==> src/srq_pkg.sv <==
package srq_pkg;

    // Instruction classes seen at decode
    typedef enum logic [4:0] {
        SRQ_OP_PLAIN,
        SRQ_OP_IDENTIFY_QUERY,
        SRQ_OP_INTERRUPT_RETURN,
        SRQ_OP_RESUME_SYS_MGMT,
        SRQ_OP_FULL_MEMORY_FENCE,
        SRQ_OP_LOAD_FENCE,
        SRQ_OP_CONTROL_REG_MOVE,
        SRQ_OP_DEBUG_REG_MOVE,
        SRQ_OP_GDT_LOAD,
        SRQ_OP_IDT_LOAD,
        SRQ_OP_LDT_LOAD,
        SRQ_OP_TASK_REG_LOAD,
        SRQ_OP_MODEL_REG_WRITE,
        SRQ_OP_CACHE_WB_INVALIDATE,
        SRQ_OP_CACHE_WB_KEEP,
        SRQ_OP_CACHE_INVALIDATE_DISCARD,
        SRQ_OP_TLB_ENTRY_INVALIDATE
    } srq_op_e;

    // Serialization classes
    typedef enum logic [1:0] {
        SRQ_SER_NONE,
        SRQ_SER_DISPATCH,
        SRQ_SER_FULL
    } srq_ser_e;

    localparam int          SRQ_OP_W            = 5;
    localparam int          SRQ_MSR_W           = 32;
    localparam int          SRQ_CNT_W           = 8;

    // Model registers whose writes do not serialize
    localparam logic [31:0] SRQ_MSR_SPECULATION = 32'h0000_0048;
    localparam logic [31:0] SRQ_MSR_PREDICTION  = 32'h0000_0049;
    localparam logic [31:0] SRQ_MSR_X2IC_BASE   = 32'h0000_0800;
    localparam logic [31:0] SRQ_MSR_X2IC_LAST   = 32'h0000_08FF;

    // Query leaves
    localparam logic [31:0] SRQ_LEAF_EXT_FEAT   = 32'h8000_0001;
    localparam logic [31:0] SRQ_LEAF_SIZE_ID    = 32'h8000_0008;
    localparam logic [31:0] SRQ_LEAF_CACHE_TOPO = 32'h8000_001D;
    localparam logic [31:0] SRQ_LEAF_PROC_TOPO  = 32'h8000_001E;
    localparam logic [31:0] SRQ_LEAF_FEAT21     = 32'h8000_0021;
    localparam int          SRQ_LOAD_FENCE_BIT  = 2;
    localparam int          SRQ_CACHE_TYPE_MSB  = 4;
    localparam int          SRQ_CACHE_LEVELS    = 4;
    localparam int          SRQ_EXT_TOPO_BIT    = 22;

endpackage

==> src/srq_topo_rom.sv <==
`timescale 1ns/10ps

// Topology query answer table, one flop stage
module srq_topo_rom
    import srq_pkg::*;
#(
    parameter int          LEVELS     = SRQ_CACHE_LEVELS,
    parameter logic [31:0] CACHE_ACC0 = 32'h0000_0121,
    parameter logic [31:0] CACHE_ACC1 = 32'h0000_0122,
    parameter logic [31:0] CACHE_ACC2 = 32'h0000_0143,
    parameter logic [31:0] CACHE_ACC3 = 32'h0000_0163,
    parameter logic [31:0] CACHE_BASE = 32'h01C0_003F,
    parameter logic [31:0] CACHE_CNT  = 32'h0000_003F,
    parameter logic [31:0] CACHE_DATA = 32'h0000_0000
)
(
    // Clock and reset
    input  wire logic        sys_clk,
    input  wire logic        resetn,
    // Query
    input  wire logic        qValid,
    input  wire logic [31:0] qLeaf,
    input  wire logic [31:0] qSub,
    input  wire logic [31:0] icId,
    input  wire logic [7:0]  computeUnitId,
    input  wire logic [7:0]  coresPerUnit,
    input  wire logic [7:0]  nodeId,
    input  wire logic [2:0]  nodesPerPkg,
    input  wire logic        loadFenceSer,
    // Answer
    output logic             aValid,
    output logic [31:0]      aAcc,
    output logic [31:0]      aBase,
    output logic [31:0]      aCount,
    output logic [31:0]      aData
);

    logic [31:0] acc_nxt, base_nxt, cnt_nxt, dat_nxt;
    logic [31:0] acc_r, base_r, cnt_r, dat_r;
    logic        valid_r;
    logic [31:0] cacheAcc [LEVELS];

    // Per-level descriptor table
    assign cacheAcc[0] = CACHE_ACC0;
    assign cacheAcc[1] = CACHE_ACC1;
    assign cacheAcc[2] = CACHE_ACC2;
    assign cacheAcc[3] = CACHE_ACC3;

    // Leaf decode
    always_comb
    begin
        acc_nxt  = '0;
        base_nxt = '0;
        cnt_nxt  = '0;
        dat_nxt  = '0;
        case (qLeaf)
            SRQ_LEAF_EXT_FEAT:
            begin
                cnt_nxt[SRQ_EXT_TOPO_BIT] = 1'b1;
            end
            SRQ_LEAF_SIZE_ID:
            begin
                cnt_nxt = {24'h0, coresPerUnit - 8'h01};
            end
            SRQ_LEAF_CACHE_TOPO:
            begin
                // Out-of-range subleaf gives type zero: end of list
                if (qSub < 32'(LEVELS))
                begin
                    acc_nxt  = cacheAcc[qSub[1:0]];
                    base_nxt = CACHE_BASE;
                    cnt_nxt  = CACHE_CNT;
                    dat_nxt  = CACHE_DATA;
                end
            end
            SRQ_LEAF_PROC_TOPO:
            begin
                acc_nxt  = icId;
                // Count minus one: any count, even one or odd
                base_nxt = {16'h0, coresPerUnit - 8'h01, computeUnitId};
                cnt_nxt  = {21'h0, nodesPerPkg, nodeId};
            end
            SRQ_LEAF_FEAT21:
            begin
                acc_nxt[SRQ_LOAD_FENCE_BIT] = loadFenceSer;
            end
            default:
            begin
                acc_nxt = '0;
            end
        endcase
    end

    // Answer registers
    always_ff @(posedge sys_clk)
    begin
        if (!resetn)
        begin
            valid_r <= 1'b0;
            acc_r   <= '0;
            base_r  <= '0;
            cnt_r   <= '0;
            dat_r   <= '0;
        end
        else
        begin
            valid_r <= qValid;
            acc_r   <= acc_nxt;
            base_r  <= base_nxt;
            cnt_r   <= cnt_nxt;
            dat_r   <= dat_nxt;
        end
    end

    assign aValid = valid_r;
    assign aAcc   = acc_r;
    assign aBase  = base_r;
    assign aCount = cnt_r;
    assign aData  = dat_r;

endmodule

==> src/srq_serialize_ctrl.sv <==
`timescale 1ns/10ps

// What this block does
// - Full serializer: retire it and all older before fetching next.
// - Retired only after execute, register update, own stores, write buffers drained.
// - Identify query, interrupt return, resume, full fence are fully serializing.
// - Privileged moves, table loads, model write, cache ops, TLB invalidate serialize.
// - Model writes to speculation, prediction, extended controller registers do not.
// - Dispatch serializer: retire all older before next executes; fetch continues.
// - Load fence dispatch-serializing when the flag is set; flag shown bit 2.
// - Cache topology leaf by subleaf; accumulator bits 4:0 zero ends the list.
// - Processor topology leaf: controller id, compute unit, node id.
// - Topology reported in four leaves' result registers.
// - Single-core units and non-power-of-two counts described correctly.
// - Serializer is a barrier: memory operations never cross it.
module srq_serialize_ctrl
    import srq_pkg::*;
#(
    parameter int CNT_W = SRQ_CNT_W
)
(
    // Clock and reset
    input  wire logic             sys_clk,
    input  wire logic             resetn,
    // Decode side
    input  wire logic             decValid,
    input  wire logic [4:0]       decOp,
    input  wire logic [31:0]      decMsrIndex,
    input  wire logic             cfgLoadFenceSer,
    // Pipeline status
    input  wire logic [CNT_W-1:0] inFlightCount,
    input  wire logic             execDone,
    input  wire logic             regsUpdated,
    input  wire logic             ownMemDone,
    input  wire logic             writeBufEmpty,
    // Query operands
    input  wire logic [31:0]      queryLeaf,
    input  wire logic [31:0]      querySub,
    input  wire logic [31:0]      icId,
    input  wire logic [7:0]       computeUnitId,
    input  wire logic [7:0]       coresPerUnit,
    input  wire logic [7:0]       nodeId,
    input  wire logic [2:0]       nodesPerPkg,
    // Stall and barrier outputs
    output logic                  fetchHold,
    output logic                  dispatchHold,
    output logic                  memBarrier,
    output logic                  serRetire,
    // Query results
    output logic                  resValid,
    output logic [31:0]           resAcc,
    output logic [31:0]           resBase,
    output logic [31:0]           resCount,
    output logic [31:0]           resData
);

    // Sequencer states
    typedef enum logic [1:0] {
        SRQ_IDLE,
        SRQ_DRAIN,
        SRQ_COMPLETE
    } srq_state_e;

    ////////////////////////////////////////////////////////////////////////////////
    // Classification

    srq_op_e  op;
    srq_ser_e serClass;
    logic     msrExempt;
    logic     lfSer_r;

    assign op = srq_op_e'(decOp);

    // Exempt model registers never stall the pipe
    assign msrExempt = (decMsrIndex == SRQ_MSR_SPECULATION)
                    || (decMsrIndex == SRQ_MSR_PREDICTION)
                    || ((decMsrIndex >= SRQ_MSR_X2IC_BASE) && (decMsrIndex <= SRQ_MSR_X2IC_LAST));

    // Serialization class of the decoded op; unknown codes never stall
    always_comb
    begin
        case (op)
            SRQ_OP_IDENTIFY_QUERY,
            SRQ_OP_INTERRUPT_RETURN,
            SRQ_OP_RESUME_SYS_MGMT,
            SRQ_OP_FULL_MEMORY_FENCE:        serClass = SRQ_SER_FULL;
            SRQ_OP_CONTROL_REG_MOVE,
            SRQ_OP_DEBUG_REG_MOVE,
            SRQ_OP_GDT_LOAD,
            SRQ_OP_IDT_LOAD,
            SRQ_OP_LDT_LOAD,
            SRQ_OP_TASK_REG_LOAD,
            SRQ_OP_CACHE_WB_INVALIDATE,
            SRQ_OP_CACHE_WB_KEEP,
            SRQ_OP_CACHE_INVALIDATE_DISCARD,
            SRQ_OP_TLB_ENTRY_INVALIDATE:     serClass = SRQ_SER_FULL;
            SRQ_OP_MODEL_REG_WRITE:          serClass = msrExempt ? SRQ_SER_NONE : SRQ_SER_FULL;
            SRQ_OP_LOAD_FENCE:               serClass = lfSer_r ? SRQ_SER_DISPATCH : SRQ_SER_NONE;
            default:                         serClass = SRQ_SER_NONE;
        endcase
    end

    ////////////////////////////////////////////////////////////////////////////////
    // Serialization sequencer

    srq_state_e state_r, state_nxt;
    logic       full_r, full_nxt;
    logic       fetchHold_r, fetchHold_nxt;
    logic       dispHold_r, dispHold_nxt;
    logic       barrier_r, barrier_nxt;
    logic       retire_r, retire_nxt;
    logic       retireReady;

    // All four completion conditions plus no older work left
    assign retireReady = (inFlightCount == '0) && execDone && regsUpdated
                      && ownMemDone && writeBufEmpty;

    // Next state; holds are levels, retire is a one-cycle pulse
    always_comb
    begin
        state_nxt     = state_r;
        full_nxt      = full_r;
        fetchHold_nxt = fetchHold_r;
        dispHold_nxt  = dispHold_r;
        barrier_nxt   = barrier_r;
        retire_nxt    = 1'b0;
        case (state_r)
            SRQ_IDLE:
            begin
                if (decValid && (serClass != SRQ_SER_NONE))
                begin
                    full_nxt      = (serClass == SRQ_SER_FULL);
                    fetchHold_nxt = (serClass == SRQ_SER_FULL);
                    dispHold_nxt  = 1'b1;
                    barrier_nxt   = 1'b1;
                    state_nxt     = SRQ_DRAIN;
                end
            end
            SRQ_DRAIN:
            begin
                // Holds stay up until the instruction truly retires
                fetchHold_nxt = full_r;
                if (retireReady)
                begin
                    retire_nxt = 1'b1;
                    state_nxt  = SRQ_COMPLETE;
                end
            end
            SRQ_COMPLETE:
            begin
                // One cycle of release; a new serializer starts from idle
                fetchHold_nxt = 1'b0;
                dispHold_nxt  = 1'b0;
                barrier_nxt   = 1'b0;
                full_nxt      = 1'b0;
                state_nxt     = SRQ_IDLE;
            end
            default:
            begin
                state_nxt     = SRQ_IDLE;
                fetchHold_nxt = 1'b0;
                dispHold_nxt  = 1'b0;
                barrier_nxt   = 1'b0;
                full_nxt      = 1'b0;
            end
        endcase
    end

    // State flops; load fence flag taken once so a class never shifts mid-decode
    always_ff @(posedge sys_clk)
    begin
        if (!resetn)
        begin
            state_r     <= SRQ_IDLE;
            full_r      <= 1'b0;
            fetchHold_r <= 1'b0;
            dispHold_r  <= 1'b0;
            barrier_r   <= 1'b0;
            retire_r    <= 1'b0;
            lfSer_r     <= 1'b0;
        end
        else
        begin
            state_r     <= state_nxt;
            full_r      <= full_nxt;
            fetchHold_r <= fetchHold_nxt;
            dispHold_r  <= dispHold_nxt;
            barrier_r   <= barrier_nxt;
            retire_r    <= retire_nxt;
            lfSer_r     <= cfgLoadFenceSer; // Same-domain config, registered once
        end
    end

    // Outputs straight from flops, no logic after them
    assign fetchHold    = fetchHold_r;
    assign dispatchHold = dispHold_r;
    assign memBarrier   = barrier_r;
    assign serRetire    = retire_r;

    ////////////////////////////////////////////////////////////////////////////////
    // Topology query answers

    // Answers sit in their own flop stage, off the stall path
    srq_topo_rom u_topo
    (
        .sys_clk       (sys_clk),
        .resetn        (resetn),
        .qValid        (decValid && (op == SRQ_OP_IDENTIFY_QUERY)),
        .qLeaf         (queryLeaf),
        .qSub          (querySub),
        .icId          (icId),
        .computeUnitId (computeUnitId),
        .coresPerUnit  (coresPerUnit),
        .nodeId        (nodeId),
        .nodesPerPkg   (nodesPerPkg),
        .loadFenceSer  (lfSer_r),
        .aValid        (resValid),
        .aAcc          (resAcc),
        .aBase         (resBase),
        .aCount        (resCount),
        .aData         (resData)
    );

endmodule

==> config.mk <==
export PLATFORM = sky130hd
export DESIGN_NAME = srq_serialize_ctrl
export DESIGN_NICKNAME = d
export VERILOG_FILES = /design/src/srq_pkg.sv /design/src/srq_topo_rom.sv /design/src/srq_serialize_ctrl.sv
export SDC_FILE = /design/constraint.sdc
export NUM_CORES = 1
export LEC_CHECK = 0
export ABC_AREA = 1
export BUFFER_PORTS_ARGS = -buffer_cell sky130_fd_sc_hd__buf_2
export CORE_AREA = 2 2 121 123
export DETAILED_ROUTE_END_ITERATION = 10
export DIE_AREA = 0 0 123 125
export PLACE_DENSITY = 0.53
export REMOVE_ABC_BUFFERS = 1
export SLEW_MARGIN = 20
export SYNTH_ARGS = -nofsm -noshare
export SYNTH_HDL_FRONTEND = slang
export SYNTH_SLANG_ARGS = --single-unit
==> constraint.sdc <==
create_clock -name sys_clk -period 1.9 [get_ports sys_clk]
set_input_delay 0.285 -clock sys_clk [delete_from_list [all_inputs] [get_ports sys_clk]]
set_output_delay 0.285 -clock sys_clk [all_outputs]
set_load 0.01 [all_outputs]
==> metrics.yaml <==
drive_above_1_share: 0.393
dp_hpwl_um: 8620
drc: 0
synth.distinct_cells: 29
final_cell_mix: "buf_2 (242), nor2_1 (104), dfxtp_1 (69)"
crit_path_end_kind: "register"
place_congestion: 0.766
synthesis.area_um2: 3450
critical_path.cell_chain: "buf_2 > nor2_1 > nand2_1 > nor2_1 > nand3b_1 > nor2_4 > buf_12 > o211ai_1 > a21oi_1"
ys_warn_count: 0
avgSynthCellArea_um2: 7.38
post_cts_buffers: 0
port_buffers: 242
power_mw: 3.57
vias_per_cell: 3.81
finClkSkew_ns: 0.000963
min_path_type: "input pin to register"
status: "finished, final reports clean"
design_area_um2: 4950
synth-seq-cells: 69
slew_violations: 0
dpl_cell_area_um2: 4650
grt_pass1_vias: 3229
startpoint_type: "input pin"
io_pins: 309
clkLatencyLatePin_ns: 0.33
clk_pin_slew_worst_paths_ns: 0.06
start_util: 0.243
diodes: 0
fp.dieW_um: 123
fin_crit_ns: 1.35
crit_fanout: 20
drt_iter0_markers: 113
design.die.area_um2: 15400
cts_buffers: 9
cts_max_path_buffers: 2
fmax_mhz: 742
grt_antenna_before_repair: 0
cts_max_level: 3
cts_tree: "yes"
syn_inst: 468
grt_pass1_wl_um: 15900
fin_nets: 894
track_usage: 0.135
die_h_um: 125
power_density_nw_per_um2: 721
cpMostUsedCell: "nor2_1"
max_stage_delay_ns: 0.19
p_leak_nw: 2.81
utilization: 0.349
crit_slowest_cell: "nor2_4"
hold_viol: 0
ys_seq_area_frac: 0.400
dr.pass1.iters: 6
wire_per_inst_um: 11.4
worstPathRequired_ns: 2.16
setup_violations: 0
hold_buffers: 0
design.core.area_um2: 14200
antenna_left: 0
root_buffer: "clkbuf_16"
drt_wl_total_um: 10300
rows: 44
cap_viol_max_count: 0
vias: 3449
cts-resized-gates: 0
vdd_drop_max_v: 0.000381
clock_sinks: 69
final_common_cell: "buf_2"
syn_to_final_growth_pct: 43.4
critical_path_class: "input pin to register"
grt_overflow: 0
cp.arrival_ns: 1.61
rsz0062_at_grt: "false"
fin_crit_sh: 0.709
grt_max_degree: 31
layout make-up:
type,instances,area (µm²)
clock inverter,5,60.1
timing repair buffer,250,1300
multi-input combinational,325,1510
sequential,69,1380
fill,1569,9250
inverter,62,233
tap,184,230
clock buffer,11,243
cell families (layout without fill, tap and decap cells):
group           after synthesis  count (layout)  synth area share
buf+inv                     138             328             0.233
other cells                   1              65           0.00109
flops                        69              69             0.400
simple gates                235             235             0.318
xor+xnor                      6               6            0.0152
compound gates               18              18            0.0293
fa+ha+maj                     1               1           0.00362
worst paths after layout:
kind	end	startpoint	slack, ns	cells past startpoint
setup / recovery	u_topo.aAcc[6]	queryLeaf[13]	0.55	9
hold / removal	u_topo.aBase[3]	computeUnitId[3]	0.14	3
setup reg to reg	state_r[1]	state_r[0]	0.56	11
hold reg to reg	fetchHold	fetchHold	0.45	2
synthesized netlist by cell type:
cell type	n	area [µm²]
nor2_1	104	390
buf_4	69	518
dfxtp_1	69	1380
nand2_1	65	244
inv_1	62	233
nand3_1	25	125
nor2_4	11	124
a21oi_1	8	40.0
nand4_1	7	43.8
nor3_1	7	35.0
o21ai_0	6	30.0
nor4_1	5	31.3
xor2_1	4	35.0
clkbuf_1	3	11.3
nand3_2	3	30.0
nand3b_1	3	22.5
buf_6	2	22.5
nor4_2	2	25.0
o211ai_1	2	15.0
xnor2_1	2	17.5
buf_2	1	5.00
buf_8	1	15.0
conb_1	1	3.75
ha_1	1	12.5
nand2_2	1	6.26
nand4_2	1	12.5
nor3b_1	1	7.51
o21ai_2	1	8.76
o21bai_1	1	7.51
critical path: cells and delay by family:
family	cells	cell delay, ns
simple gates	5	0.67
compound gates	2	0.37
buf+inv	2	0.28
registers in the layout, indices dropped and copies added, names as in the netlist:
signal and flops:
serRetire 1, fetchHold 1, full_r 1, u_topo.aBase 17
u_topo.aValid 1, state_r 2, lfSer_r 1, u_topo.aCount 12
u_topo.aAcc 32, memBarrier 1
power breakdown:
group          switching (mW)  internal, mW
Clock                   0.639          1.05
Sequential            0.00647          1.46
Combinational           0.228         0.183
stage by stage:
| step | hold slack [ns] | cells | setup WS [ns] | TNS [ns] |
|---|---|---|---|---|
| after floorplan | 0.357 | 456 | -0.500 | -11.81 |
| after global placement | 0.442 | 890 | 0.192 | 0 |
| after detailed placement | 0.448 | 890 | 0.182 | 0 |
| after CTS | 0.120 | 906 | 0.534 | 0 |
| after global routing | 0.128 | 906 | 0.336 | 0 |
| final | 0.139 | 906 | 0.552 | 0 |
layer usage:
| metal | part of all wire | track usage | up-vias |
|---|---|---|---|
| met5 | 0 | 0 | - |
| met4 | 0.011 | 0.0361 | 0 |
| met3 | 0.085 | 0.0438 | 9 |
| met2 | 0.52 | 0.253 | 159 |
| met1 | 0.38 | 0.143 | 1485 |
| li1 | - | - | 1796 |
(Power assumes the default switching activity.)
